## src/sfbc_pkg.sv

```systemverilog
// shared constants for the synthesizer / bit-rate control link
package sfbc_pkg;
    localparam int          CLK_MHZ        = 20;
    // device register addresses
    localparam logic [6:0]  A_OPMODE       = 7'h01;
    localparam logic [6:0]  A_DATAMODE     = 7'h02;
    localparam logic [6:0]  A_BR_MSB       = 7'h03;
    localparam logic [6:0]  A_BR_LSB       = 7'h04;
    localparam logic [6:0]  A_FRF_MSB      = 7'h07;
    localparam logic [6:0]  A_FRF_MID      = 7'h08;
    localparam logic [6:0]  A_FRF_LSB      = 7'h09;
    localparam logic [6:0]  A_IOMAP2       = 7'h26;
    localparam logic [6:0]  A_FLAGS        = 7'h27;
    localparam logic [6:0]  A_REFSEL       = 7'h59;
    // field positions
    localparam int          OPM_SEQ_OFF    = 7;
    localparam int          OPM_MODE_LSB   = 2;
    localparam int          DM_CONT        = 6;
    localparam int          IOMAP_LOCK_LSB = 6;
    localparam logic [1:0]  LOCK_MAP_ON    = 2'h3;
    localparam logic [2:0]  REFERENCE_CLOCK_OUTPUT_OFF     = 3'h7;
    localparam int          FLAG_READY     = 7;
    localparam int          FLAG_LOCK      = 4;
    localparam int          REF_EXT_BIT    = 4;
    localparam int          FREQUENCY_STEP_EXP      = 19;
    // operating modes
    localparam logic [2:0]  MODE_SLEEP     = 3'h0;
    localparam logic [2:0]  MODE_FS        = 3'h2;
    localparam logic [2:0]  MODE_TX        = 3'h3;
    localparam logic [2:0]  MODE_RX        = 3'h4;
    // reset values
    localparam logic [7:0]  OPMODE_RST     = 8'h04;
    localparam logic [7:0]  DATAMODE_RST   = 8'h00;
    localparam logic [15:0] BR_RST         = 16'h1a0b;
    localparam logic [23:0] FRF_RST        = 24'h000000;
    localparam logic [7:0]  IOMAP2_RST     = 8'h00;
    localparam logic [7:0]  REFSEL_RST     = 8'h00;
    // analog settling figures in microseconds, then in clock cycles
    localparam int          OSC_START_US   = 250;
    localparam int          COARSE_US      = 50;
    localparam int          FINE_US        = 20;
    localparam int          LOCK_US        = 100;
    localparam int          OSC_START_CYC  = OSC_START_US * CLK_MHZ;
    localparam int          COARSE_CYC     = COARSE_US * CLK_MHZ;
    localparam int          FINE_CYC       = FINE_US * CLK_MHZ;
    localparam int          LOCK_CYC       = LOCK_US * CLK_MHZ;
    // host register byte offsets
    localparam logic [4:0]  H_CMD          = 5'h00;
    localparam logic [4:0]  H_STATUS       = 5'h04;
    localparam logic [4:0]  H_IRQ_ST       = 5'h08;
    localparam logic [4:0]  H_IRQ_CLR      = 5'h0c;
    localparam logic [4:0]  H_IRQ_EN       = 5'h10;
    localparam logic [4:0]  H_STREAM       = 5'h14;
    localparam logic [4:0]  H_CTRL         = 5'h18;
    localparam int          CMD_WRITE      = 16;
    localparam int          IRQ_W          = 5;
    localparam int          LOSS_FILT_CYC  = 64;
endpackage

```

## src/sfbc_link_if.sv

```systemverilog
// link between host controller and the synthesizer control device
`timescale 1ns/10ps
interface sfbc_link_if;
    logic       reg_wr;
    logic       reg_rd;
    logic [6:0] reg_addr;
    logic [7:0] reg_wdata;
    logic [7:0] reg_rdata;
    logic       reg_rvalid;
    logic       serial_data;
    logic       data_clock;
    logic       io_pin_five;
    logic       lock_detect;

    modport dev (
        input  reg_wr, reg_rd, reg_addr, reg_wdata, serial_data,
        output reg_rdata, reg_rvalid, data_clock, io_pin_five, lock_detect
    );
    modport host (
        output reg_wr, reg_rd, reg_addr, reg_wdata, serial_data,
        input  reg_rdata, reg_rvalid, data_clock, io_pin_five, lock_detect
    );
endinterface

```

## src/sfbc_dev.sv

```systemverilog
// device end: frequency word, bit-rate divider, clock output and start-up sequencer
//
// Chosen here: the Avalon-MM register port.
`timescale 1ns/10ps
module sfbc_dev #(
    parameter int OSC_CYC    = sfbc_pkg::OSC_START_CYC,
    parameter int COARSE_CYC = sfbc_pkg::COARSE_CYC,
    parameter int FINE_CYC   = sfbc_pkg::FINE_CYC,
    parameter int LOCK_CYC   = sfbc_pkg::LOCK_CYC
) (
    input  wire logic  clk,
    input  wire logic  rst,
    sfbc_link_if.dev   link,
    output logic [23:0] synth_freq_q,
    output logic       osc_ready_q,
    output logic       coarse_cal_q,
    output logic       fine_cal_q,
    output logic       synth_en_q,
    output logic       rx_en_q,
    output logic       tx_en_q,
    output logic       ext_ref_q,
    output logic       bit_tick_q,
    output logic       tx_bit_q
);
    typedef enum logic [2:0] {S_OSC, S_COARSE, S_IDLE, S_FINE, S_LOCK, S_LOCKED} sfbc_dev_st_t;

    sfbc_dev_st_t st_q;
    logic [15:0]  cnt_q;
    logic [7:0]   opmode_q;
    logic [7:0]   datamode_q;
    logic [15:0]  br_q;
    logic [7:0]   frf_hi_q;
    logic [7:0]   frf_mid_q;
    logic [7:0]   iomap_q;
    logic [7:0]   refsel_q;
    logic [7:0]   rdata_q;
    logic         rvalid_q;
    logic         lock_q;
    logic         lock_pin_q;
    logic         clk_out_q;
    logic [7:0]   div_q;
    logic [15:0]  brc_q;
    logic         data_bit_clock_q;
    logic         sd_m_q;
    logic         sd_s_q;
    logic [2:0]   mode;
    logic [2:0]   clk_sel;
    logic         seq_on;
    logic         synth_req;
    logic         frf_apply;
    logic         cont;
    logic         shaped;
    logic         br_active;
    logic [15:0]  br_last;
    logic [15:0]  br_half;

    function automatic logic hit(input logic [15:0] c, input int n);
        hit = (c == 16'(n - 1));
    endfunction

    assign mode      = opmode_q[sfbc_pkg::OPM_MODE_LSB +: 3];
    assign seq_on    = ~opmode_q[sfbc_pkg::OPM_SEQ_OFF];
    assign clk_sel   = iomap_q[2:0];
    assign cont      = datamode_q[sfbc_pkg::DM_CONT];
    assign shaped    = |datamode_q[1:0];
    assign synth_req = (mode == sfbc_pkg::MODE_FS) || (mode == sfbc_pkg::MODE_TX)
                       || (mode == sfbc_pkg::MODE_RX);
    assign frf_apply = link.reg_wr && (link.reg_addr == sfbc_pkg::A_FRF_LSB);
    assign br_last   = (br_q < 16'h0002) ? 16'h0001 : br_q - 16'h0001;
    assign br_half   = br_q >> 1;
    assign br_active = tx_en_q && (!cont || shaped);

    assign link.reg_rdata   = rdata_q;
    assign link.reg_rvalid  = rvalid_q;
    assign link.data_clock  = data_bit_clock_q;
    assign link.io_pin_five = clk_out_q;
    assign link.lock_detect = lock_pin_q;

    // register writes; the frequency bytes above the low byte only stage
    always_ff @(posedge clk or posedge rst) begin
        if (rst) begin
            opmode_q   <= sfbc_pkg::OPMODE_RST;
            datamode_q <= sfbc_pkg::DATAMODE_RST;
            br_q       <= sfbc_pkg::BR_RST;
            frf_hi_q   <= sfbc_pkg::FRF_RST[23:16];
            frf_mid_q  <= sfbc_pkg::FRF_RST[15:8];
            iomap_q    <= sfbc_pkg::IOMAP2_RST;
            refsel_q   <= sfbc_pkg::REFSEL_RST;
        end else if (link.reg_wr) begin
            unique case (link.reg_addr)
                sfbc_pkg::A_OPMODE:   opmode_q   <= link.reg_wdata;
                sfbc_pkg::A_DATAMODE: datamode_q <= link.reg_wdata;
                sfbc_pkg::A_BR_MSB:   br_q[15:8] <= link.reg_wdata;
                sfbc_pkg::A_BR_LSB:   br_q[7:0]  <= link.reg_wdata;
                sfbc_pkg::A_FRF_MSB:  frf_hi_q   <= link.reg_wdata;
                sfbc_pkg::A_FRF_MID:  frf_mid_q  <= link.reg_wdata;
                sfbc_pkg::A_IOMAP2:   iomap_q    <= link.reg_wdata;
                sfbc_pkg::A_REFSEL:   refsel_q   <= link.reg_wdata;
                default: ;
            endcase
        end
    end

    // carrier = word * oscillator_frequency / 2^19; the analog side scales it
    always_ff @(posedge clk or posedge rst) begin
        if (rst) begin
            synth_freq_q <= sfbc_pkg::FRF_RST;
        end else if (frf_apply) begin
            synth_freq_q <= {frf_hi_q, frf_mid_q, link.reg_wdata};
        end
    end

    always_ff @(posedge clk or posedge rst) begin
        if (rst) begin
            ext_ref_q <= 1'b0;
        end else begin
            ext_ref_q <= refsel_q[sfbc_pkg::REF_EXT_BIT];
        end
    end

    // register reads answer one cycle later
    always_ff @(posedge clk or posedge rst) begin
        if (rst) begin
            rdata_q  <= 8'h00;
            rvalid_q <= 1'b0;
        end else begin
            rvalid_q <= link.reg_rd;
            unique case (link.reg_addr)
                sfbc_pkg::A_OPMODE:   rdata_q <= opmode_q;
                sfbc_pkg::A_DATAMODE: rdata_q <= datamode_q;
                sfbc_pkg::A_BR_MSB:   rdata_q <= br_q[15:8];
                sfbc_pkg::A_BR_LSB:   rdata_q <= br_q[7:0];
                sfbc_pkg::A_FRF_MSB:  rdata_q <= frf_hi_q;
                sfbc_pkg::A_FRF_MID:  rdata_q <= frf_mid_q;
                sfbc_pkg::A_FRF_LSB:  rdata_q <= synth_freq_q[7:0];
                sfbc_pkg::A_IOMAP2:   rdata_q <= iomap_q;
                sfbc_pkg::A_FLAGS: begin
                    rdata_q                      <= 8'h00;
                    rdata_q[sfbc_pkg::FLAG_READY] <= osc_ready_q;
                    rdata_q[sfbc_pkg::FLAG_LOCK]  <= lock_q;
                end
                sfbc_pkg::A_REFSEL:   rdata_q <= refsel_q;
                default:              rdata_q <= 8'h00;
            endcase
        end
    end

    // start-up sequencer; a new frequency while locked forces a relock
    always_ff @(posedge clk or posedge rst) begin
        if (rst) begin
            st_q  <= S_OSC;
            cnt_q <= 16'h0000;
        end else begin
            cnt_q <= cnt_q + 16'h0001;
            unique case (st_q)
                S_OSC: if (hit(cnt_q, OSC_CYC)) begin
                    st_q  <= S_COARSE;
                    cnt_q <= 16'h0000;
                end
                S_COARSE: if (hit(cnt_q, COARSE_CYC)) begin
                    st_q <= S_IDLE;
                end
                S_IDLE: begin
                    cnt_q <= 16'h0000;
                    if (synth_req) begin
                        st_q <= S_FINE;
                    end
                end
                S_FINE: if (!synth_req) begin
                    st_q <= S_IDLE;
                end else if (hit(cnt_q, FINE_CYC)) begin
                    st_q  <= S_LOCK;
                    cnt_q <= 16'h0000;
                end
                S_LOCK: if (!synth_req) begin
                    st_q <= S_IDLE;
                end else if (hit(cnt_q, LOCK_CYC)) begin
                    st_q <= S_LOCKED;
                end
                S_LOCKED: begin
                    cnt_q <= 16'h0000;
                    if (!synth_req) begin
                        st_q <= S_IDLE;
                    end else if (frf_apply) begin
                        st_q <= S_LOCK;
                    end
                end
                default: st_q <= S_OSC;
            endcase
        end
    end

    // status and enables; manual mode trusts the host to wait for lock
    always_ff @(posedge clk or posedge rst) begin
        if (rst) begin
            osc_ready_q  <= 1'b0;
            coarse_cal_q <= 1'b0;
            fine_cal_q   <= 1'b0;
            synth_en_q   <= 1'b0;
            lock_q       <= 1'b0;
            rx_en_q      <= 1'b0;
            tx_en_q      <= 1'b0;
        end else begin
            osc_ready_q  <= (st_q != S_OSC);
            coarse_cal_q <= (st_q == S_COARSE);
            fine_cal_q   <= (st_q == S_FINE);
            synth_en_q   <= (st_q == S_FINE) || (st_q == S_LOCK) || (st_q == S_LOCKED);
            lock_q       <= (st_q == S_LOCKED);
            rx_en_q      <= (mode == sfbc_pkg::MODE_RX)
                            && (seq_on ? (st_q == S_LOCKED) : synth_en_q);
            tx_en_q      <= (mode == sfbc_pkg::MODE_TX)
                            && (seq_on ? (st_q == S_LOCKED) : synth_en_q);
        end
    end

    always_ff @(posedge clk or posedge rst) begin
        if (rst) begin
            lock_pin_q <= 1'b0;
        end else begin
            lock_pin_q <= (iomap_q[sfbc_pkg::IOMAP_LOCK_LSB +: 2] == sfbc_pkg::LOCK_MAP_ON)
                          && (st_q == S_LOCKED);
        end
    end

    // clock output: select n below 7 gives clk / 2^(n+1), select 7 is off; held low until oscillator ready and in sleep mode
    always_ff @(posedge clk or posedge rst) begin
        if (rst) begin
            div_q     <= 8'h00;
            clk_out_q <= 1'b0;
        end else begin
            div_q     <= div_q + 8'h01;
            clk_out_q <= osc_ready_q && (mode != sfbc_pkg::MODE_SLEEP)
                         && (clk_sel != sfbc_pkg::REFERENCE_CLOCK_OUTPUT_OFF) && div_q[clk_sel];
        end
    end

    // bit-rate divider: period br cycles (2 when br is below 2), data clock high in first half
    always_ff @(posedge clk or posedge rst) begin
        if (rst) begin
            brc_q      <= 16'h0000;
            bit_tick_q <= 1'b0;
            data_bit_clock_q     <= 1'b0;
        end else begin
            if (!br_active || brc_q >= br_last) begin
                brc_q <= 16'h0000;
            end else begin
                brc_q <= brc_q + 16'h0001;
            end
            bit_tick_q <= br_active && (brc_q == 16'h0000);
            data_bit_clock_q     <= br_active && cont && shaped && (brc_q < br_half);
        end
    end

    // data pin may change at any time when unshaped, so it is synchronised
    always_ff @(posedge clk or posedge rst) begin
        if (rst) begin
            sd_m_q <= 1'b0;
            sd_s_q <= 1'b0;
        end else begin
            sd_m_q <= link.serial_data;
            sd_s_q <= sd_m_q;
        end
    end

    // shaped: sample at the falling data clock, mid-bit
    always_ff @(posedge clk or posedge rst) begin
        if (rst) begin
            tx_bit_q <= 1'b0;
        end else if (cont && !shaped) begin
            tx_bit_q <= sd_s_q;
        end else if (cont && br_active && (brc_q == br_half)) begin
            tx_bit_q <= sd_s_q;
        end
    end
endmodule

```

## src/flat_wrapper.sv

```systemverilog
// flat-port wrapper written by rule: the top's interface ports become plain ports
module sfbc_dev_flat 
#(
    parameter int OSC_CYC    = sfbc_pkg::OSC_START_CYC,
    parameter int COARSE_CYC = sfbc_pkg::COARSE_CYC,
    parameter int FINE_CYC   = sfbc_pkg::FINE_CYC,
    parameter int LOCK_CYC   = sfbc_pkg::LOCK_CYC
)
  (clk, rst, synth_freq_q, osc_ready_q, coarse_cal_q, fine_cal_q, synth_en_q, rx_en_q, tx_en_q, ext_ref_q, bit_tick_q, tx_bit_q, link_reg_wr, link_reg_rd, link_reg_addr, link_reg_wdata, link_serial_data, link_reg_rdata, link_reg_rvalid, link_data_clock, link_io_pin_five, link_lock_detect);
  sfbc_link_if link_i ();
  input  wire logic clk;
  input  wire logic rst;
  output logic [23:0] synth_freq_q;
  output logic osc_ready_q;
  output logic coarse_cal_q;
  output logic fine_cal_q;
  output logic synth_en_q;
  output logic rx_en_q;
  output logic tx_en_q;
  output logic ext_ref_q;
  output logic bit_tick_q;
  output logic tx_bit_q;
  input wire logic [$bits(link_i.reg_wr)-1:0] link_reg_wr;
  input wire logic [$bits(link_i.reg_rd)-1:0] link_reg_rd;
  input wire logic [$bits(link_i.reg_addr)-1:0] link_reg_addr;
  input wire logic [$bits(link_i.reg_wdata)-1:0] link_reg_wdata;
  input wire logic [$bits(link_i.serial_data)-1:0] link_serial_data;
  output wire logic [$bits(link_i.reg_rdata)-1:0] link_reg_rdata;
  output wire logic [$bits(link_i.reg_rvalid)-1:0] link_reg_rvalid;
  output wire logic [$bits(link_i.data_clock)-1:0] link_data_clock;
  output wire logic [$bits(link_i.io_pin_five)-1:0] link_io_pin_five;
  output wire logic [$bits(link_i.lock_detect)-1:0] link_lock_detect;
  assign link_i.reg_wr = link_reg_wr;
  assign link_i.reg_rd = link_reg_rd;
  assign link_i.reg_addr = link_reg_addr;
  assign link_i.reg_wdata = link_reg_wdata;
  assign link_i.serial_data = link_serial_data;
  assign link_reg_rdata = link_i.reg_rdata;
  assign link_reg_rvalid = link_i.reg_rvalid;
  assign link_data_clock = link_i.data_clock;
  assign link_io_pin_five = link_i.io_pin_five;
  assign link_lock_detect = link_i.lock_detect;
  sfbc_dev #(.OSC_CYC(OSC_CYC), .COARSE_CYC(COARSE_CYC), .FINE_CYC(FINE_CYC), .LOCK_CYC(LOCK_CYC)) u_core (.clk(clk), .rst(rst), .link(link_i), .synth_freq_q(synth_freq_q), .osc_ready_q(osc_ready_q), .coarse_cal_q(coarse_cal_q), .fine_cal_q(fine_cal_q), .synth_en_q(synth_en_q), .rx_en_q(rx_en_q), .tx_en_q(tx_en_q), .ext_ref_q(ext_ref_q), .bit_tick_q(bit_tick_q), .tx_bit_q(tx_bit_q));
endmodule
```

## config.mk

```make
export PLATFORM = sky130hd
export DESIGN_NAME = sfbc_dev_flat
export DESIGN_NICKNAME = d
export VERILOG_FILES = /design/src/sfbc_pkg.sv /design/src/sfbc_link_if.sv /design/src/sfbc_dev.sv /design/src/flat_wrapper.sv
export SDC_FILE = /design/constraint.sdc
export NUM_CORES = 1
export LEC_CHECK = 0
export BUFFER_PORTS_ARGS = -buffer_cell sky130_fd_sc_hd__buf_2
export CAP_MARGIN = 5
export CORE_MARGIN = 5
export CORE_UTILIZATION = 60
export CTS_CLUSTER_DIAMETER = 150
export DETAILED_ROUTE_END_ITERATION = 10
export PLACE_DENSITY_LB_ADDON = 0.3
export SLEW_MARGIN = 20
export SYNTH_ARGS = -nofsm -noshare
export SYNTH_HDL_FRONTEND = slang
export SYNTH_SLANG_ARGS = --single-unit
```

## constraint.sdc

```tcl
create_clock -name clk -period 14.1 [get_ports clk]
set_clock_uncertainty 0.2 [all_clocks]
set_input_delay 4.23 -clock clk [delete_from_list [all_inputs] [get_ports clk]]
set_output_delay 4.23 -clock clk [all_outputs]
set_load 0.01 [all_outputs]
```

# Word level (Yosys, flattened, before mapping)
# Index checks and enable logic that the tools add are counted.
# totals
ff_bits,155
out_inout_bits,45
elab_cells,130
# op_classes
add_sub_neg,4
magnitude_cmp,4
n_eq_ne,31
mux,22
reduce_logical,39
# ops
op,count
16-bit 2-to-1 mux,5
8-bit one-hot mux with 10 select lines,1
16-bit one-hot mux with 3 select lines,1
16-bit by 1-bit adder with 16-bit output (second input constant),2
3-bit 2-to-1 mux,9
3-bit one-hot mux with 6 select lines,1
16-bit by 10-bit == test with 1-bit output (second input constant),1
16-bit by 11-bit == test with 1-bit output (second input constant),1
16-bit by 13-bit == test with 1-bit output (second input constant),1
16-bit by 15-bit == test with 1-bit output,1
16-bit by 9-bit == test with 1-bit output (second input constant),1
16-bit greater-or-equal comparator,1
16-bit zero test,1
16-bit by 15-bit less-than comparator with 1-bit output,1
16-bit by 2-bit less-than comparator with 1-bit output (second input constant),1
2-bit AND reduction,8
16-bit by 1-bit subtractor with 16-bit output (second input constant),1
7-bit by 2-bit == test with 1-bit output (second input constant),2
7-bit by 3-bit == test with 1-bit output (second input constant),2
7-bit by 4-bit == test with 1-bit output (second input constant),2
7-bit by 6-bit == test with 1-bit output (second input constant),2
1-bit logical AND,14
3-bit by 2-bit == test with 1-bit output (second input constant),4
3-bit inequality test (second input constant),4
17 further kinds,33

# Logic depth before layout (Yosys ltp)
# logic_depth
depth_word,7
depth_mapped,14

# Worst setup path before layout
# OpenSTA, ideal clock, no wires.
# synth_timing
path_type,input-to-reg
from,input port link_reg_addr[1]
to,register u_core.synth_freq_q[10]
arrival_ns,5.624
t_required_ns,13.775
path_slack_ns,8.151
cell_stages,6
n_path_buf,3
cell_sequence,clkbuf_1 > nor2b_1 > buf_2 > nand4_1 > clkbuf_1 > mux2_2
# synth_between
elab_chain_cells,2
# synth_lines
item,line,rtl
start: declaration,flat_wrapper.sv:25,input wire logic [$bits(link_i.reg_addr)-1:0] link_reg_addr;
7-bit by 4-bit == test with 1-bit output,sfbc_dev.sv:68,assign frf_apply = link.reg_wr && (link.reg_addr == sfbc_pkg::A_FRF_LSB);
1-bit logical AND,sfbc_dev.sv:68,
end signal: assignment,sfbc_dev.sv:107,synth_freq_q <= sfbc_pkg::FRF_RST;
end signal: assignment,sfbc_dev.sv:109,"synth_freq_q <= {frf_hi_q, frf_mid_q, link.reg_wdata};"
end: declaration,sfbc_dev.sv:14,"output logic [23:0] synth_freq_q,"
# No other way between the ends.
# A chain may end at the register's enable or synchronous reset.

# Worst setup path in the final report
# layout_timing
from,input port link_reg_addr[0]
to,register u_core.refsel_q[0]
# layout_between
elab_chain_cells,2
# layout_lines
item,line,rtl
7-bit == test,sfbc_dev.sv:90,unique case (link.reg_addr)
2-bit AND reduction (no line),--,
end signal: assignment,sfbc_dev.sv:88,refsel_q <= sfbc_pkg::REFSEL_RST;
end signal: assignment,sfbc_dev.sv:98,sfbc_pkg::A_REFSEL: refsel_q <= link.reg_wdata;
end: declaration,sfbc_dev.sv:35,logic [7:0] refsel_q;
# No other way between the ends.

==> out/qor.csv <==
metric,value,unit
initial antenna violation count,0,
largest cells by area after synthesis,"dfrtp_1 (47%), mux2_2 (14%), ha_1 (5.8%), xnor2_1 (3.3%), nor2_1 (3.2%)",
largest net degree at the start of global routing,97,
count of unique library cells instantiated by Yosys,55,
final hold vios,0,
crit-path max FO,16,
I/O Buffers,64,
Max Cap Violations,0,
Peak VDD IR,0.0842,mV
final cell area excluding filler cells,0.00890,mm²
CTS Hold Bufs,0,
Synth Register Bits,154,
Final setup viols,0,
crit path DAT,6.38,ns
post-route insts no fill,951,
Final ANT Viol Nets,0,
Post-Syn Instances,698,
critical path class,in2reg,
layout cells sized above 1,27.2,%
final net count,823,
Int Power,809,µW
Routed Wire Length,18.5,mm
Initial Utilization,61.6,%
vias,5751,
CTS tree,done,
RSZ-0062 raised after global routing,false,
# H-tree levels,4,
syn_nets,754,
sw frac,25.7,%
GR Util All Layers,25.5,%
die area,0.0154,mm²
Post-synth ARST share,100,%
fraction of post-synthesis cell area in the top cell type by area,47.2,%
synth-to-layout area growth,14.1,%
routed len/inst,19.4,µm
chip height,124,µm
critical path capture point type,flip-flop,
register area share after synthesis,49.5,%
ys flop type,dfrtp_1,
"slowest stage delay, CP",0.60,ns
Row Count,41,
number of diodes,0,
via count of the first global-routing pass,5707,
cell area after synthesis,0.00780,mm²
Worst-Skew Late Latency,0.43,ns
"Clk pin slew, worst setup/hold paths",0.06,ns
worst setup margin,7.82,ns
Pwr Density,122,mW/mm²
I/O pin count,65,
Sum Neg Setup Slack,0,ns
Pre-antenna DRT Iters,5,
Leak,4.34,nW
HPWL Detailed,13.1,mm
Hold Path Class,reg2reg,
clock sink count,154,
total CTS buffers,17,
Psw,280,µW
clock share of power,43.5,%
CP bufs+invs,1,
first-pass GRT wire length,29.6,mm
Rel. slew slack,40.7,%
Final Power,1.09,mW
Slowest cell on crit path,nor2b_1,
CORE AREA,0.0127,mm²
sequential share of power,44.5,%
"Cell Area, Placed",0.00828,mm²
RePlAce Congestion,0.988,
Tmin final,6.28,ns
outcome,completed,
worst slew pin tran,0.887,ns
crit-path leading delay family,simple AND/OR/NAND/NOR gates,
CP Cell Sequence,buf_2 -> nor2b_1 -> nand2_1 -> nor2_1 -> and3_1 -> mux2_2,
CTS root buf,clkbuf_16,
"area leader, netlist",dfrtp_1,
Vias/cell,6.05,
placed cells,920,
yosys warns,0,
fin crit share,44.5,%
Overflow after GRT,0,
Synth Area per Inst,11.2,µm²
Hold WS,0.149,ns
cts repair resizes,0,
max-slew violations,0,
Post-CTS Setup Bufs,0,
DRC violation count after routing,0,
Combinational Power Share,12.1,%
CP Data Required Time,14.20,ns
upper clock frequency limit,159,MHz
critical path launch point type,input pin,
initial drt markers,523,
clk buf depth,2,
Post-synth EDFFs,0,
Horiz. Die Dim,124,µm
"Core Util, Final",70.3,%
Place WS,7.47,ns
==> power groups by stage <==
stage	Combinational (mW)	Sequential, mW	Clock, mW
2_1_floorplan	0.0933	0.485	0
3_3_place_gp	0.123	0.490	0
3_5_place_dp	0.130	0.491	0
4_1_cts	0.132	0.483	0.480
5_1_grt	0.147	0.486	0.501
6_report	0.131	0.484	0.474
==> synthesized netlist by cell type (all sizes together) (2+ instances only) <==
cell,n
dfrtp,147
mux2,97
nor2,67
nand2,45
ha,36
inv,29
xnor2,29
nand3,28
a21oi,18
a22oi,17
and3,17
nand4,16
o21ai,16
xor2,14
clkbuf,12
nor3,12
nor4,10
a21o,9
nor2b,8
dfstp,7
and2,6
nand2b,6
a221oi,5
or3,5
a22o,4
buf,4
nor4b,4
o211ai,4
nand4b,3
a222oi,2
and4,2
mux2i,2
nand3b,2
or2,2
==> path summary, 6_finish.rpt <==
check | startpoint | endpoint | slack, ns | cells after the start
worst max-delay path | link_reg_addr[0] | u_core.refsel_q[0]$_DFFE_PP0P_ | 7.82 | 6
worst min-delay path | u_core.sd_m_q$_DFF_PP0_ | u_core.sd_s_q$_DFF_PP0_ | 0.15 | 0
worst max register to register | u_core.br_q[8]$_DFFE_PP0P_ | u_core.brc_q[7]$_DFF_PP0_ | 10.23 | 12
worst min register to register | u_core.sd_m_q$_DFF_PP0_ | u_core.sd_s_q$_DFF_PP0_ | 0.15 | 0
max in group asynchronous | rst | u_core.datamode_q[1]$_DFFE_PP0P_ | 8.68 | 3
min in group asynchronous | rst | u_core.sd_m_q$_DFF_PP0_ | 3.77 | 2
==> final cells by class <==
| class | count | area, µm² |
|---|---|---|
| inverter | 29 | 114 |
| clock buffer | 20 | 457 |
| sequential | 154 | 3860 |
| timing repair buffer | 66 | 335 |
| tap | 172 | 215 |
| fill | 901 | 3770 |
| multi-input combinational | 499 | 3760 |
| clock inverter | 11 | 161 |
==> worst reg2reg max path, stage by stage, from the launching register on <==
cell	delay, ns
dfrtp_1	0.46
inv_1	0.13
nand4_1	0.18
nor4_1	0.38
nand4_1	0.57
nand2_1	0.23
ha_1	0.26
a21oi_1	0.16
nor2b_1	0.06
a2111oi_0	0.38
o21ai_0	0.21
a21o_1	0.39
nor2_1	0.18
==> cells by family after synthesis <==
logic type                 share of synthesized area, %
and+or+nand+nor                                    15.7
DFF                                                49.5
muxes                                              14.5
AOI/OAI and AO/OA                                  7.31
buffers and inverters                              2.31
xor gates and xnor gates                           4.83
adders and majority gates                          5.77
==> flip-flops by register name, indices dropped and copies added (netlist names), 7 cells and up <==
register,cells
u_core.refsel_q,8
u_core.cnt_q,16
u_core.opmode_q,8
u_core.br_q,16
u_core.div_q,7
u_core.datamode_q,8
u_core.brc_q,16
u_core.link.reg_rdata,8
u_core.synth_freq_q,24
u_core.iomap_q,8
u_core.frf_mid_q,8
u_core.frf_hi_q,8
==> per-layer routing <==
metal | wire length (µm) | vias to the layer above | track usage (%)
met3 | 1120 | 31 | 6.49
met4 | 313 | 0 | 7.46
met1 | 8010 | 2877 | 34.1
met5 | 0 | - | 0
met2 | 9000 | 194 | 41.3
li1 | - | 2649 | -
==> placed cells by master, fill, tap and decap left out, drive strengths merged, types with 3 or more instances in the layout <==
cell type,instances
and3,17
inv,32
xor2,14
bufinv,3
a21oi,18
a21o,9
o21ai,16
nor3,12
mux2,97
or3,5
clkbuf,20
ha,36
buf,66
dfrtp,147
nand3,28
nand2b,6
nor4,10
nand4,16
nand4b,3
nand2,45
nor2b,8
clkinvlp,3
a221oi,5
nor2,67
and2,6
o211ai,4
a22oi,17
nor4b,4
a22o,4
xnor2,29
dfstp,7
Power figures use the tool's default switching activity.
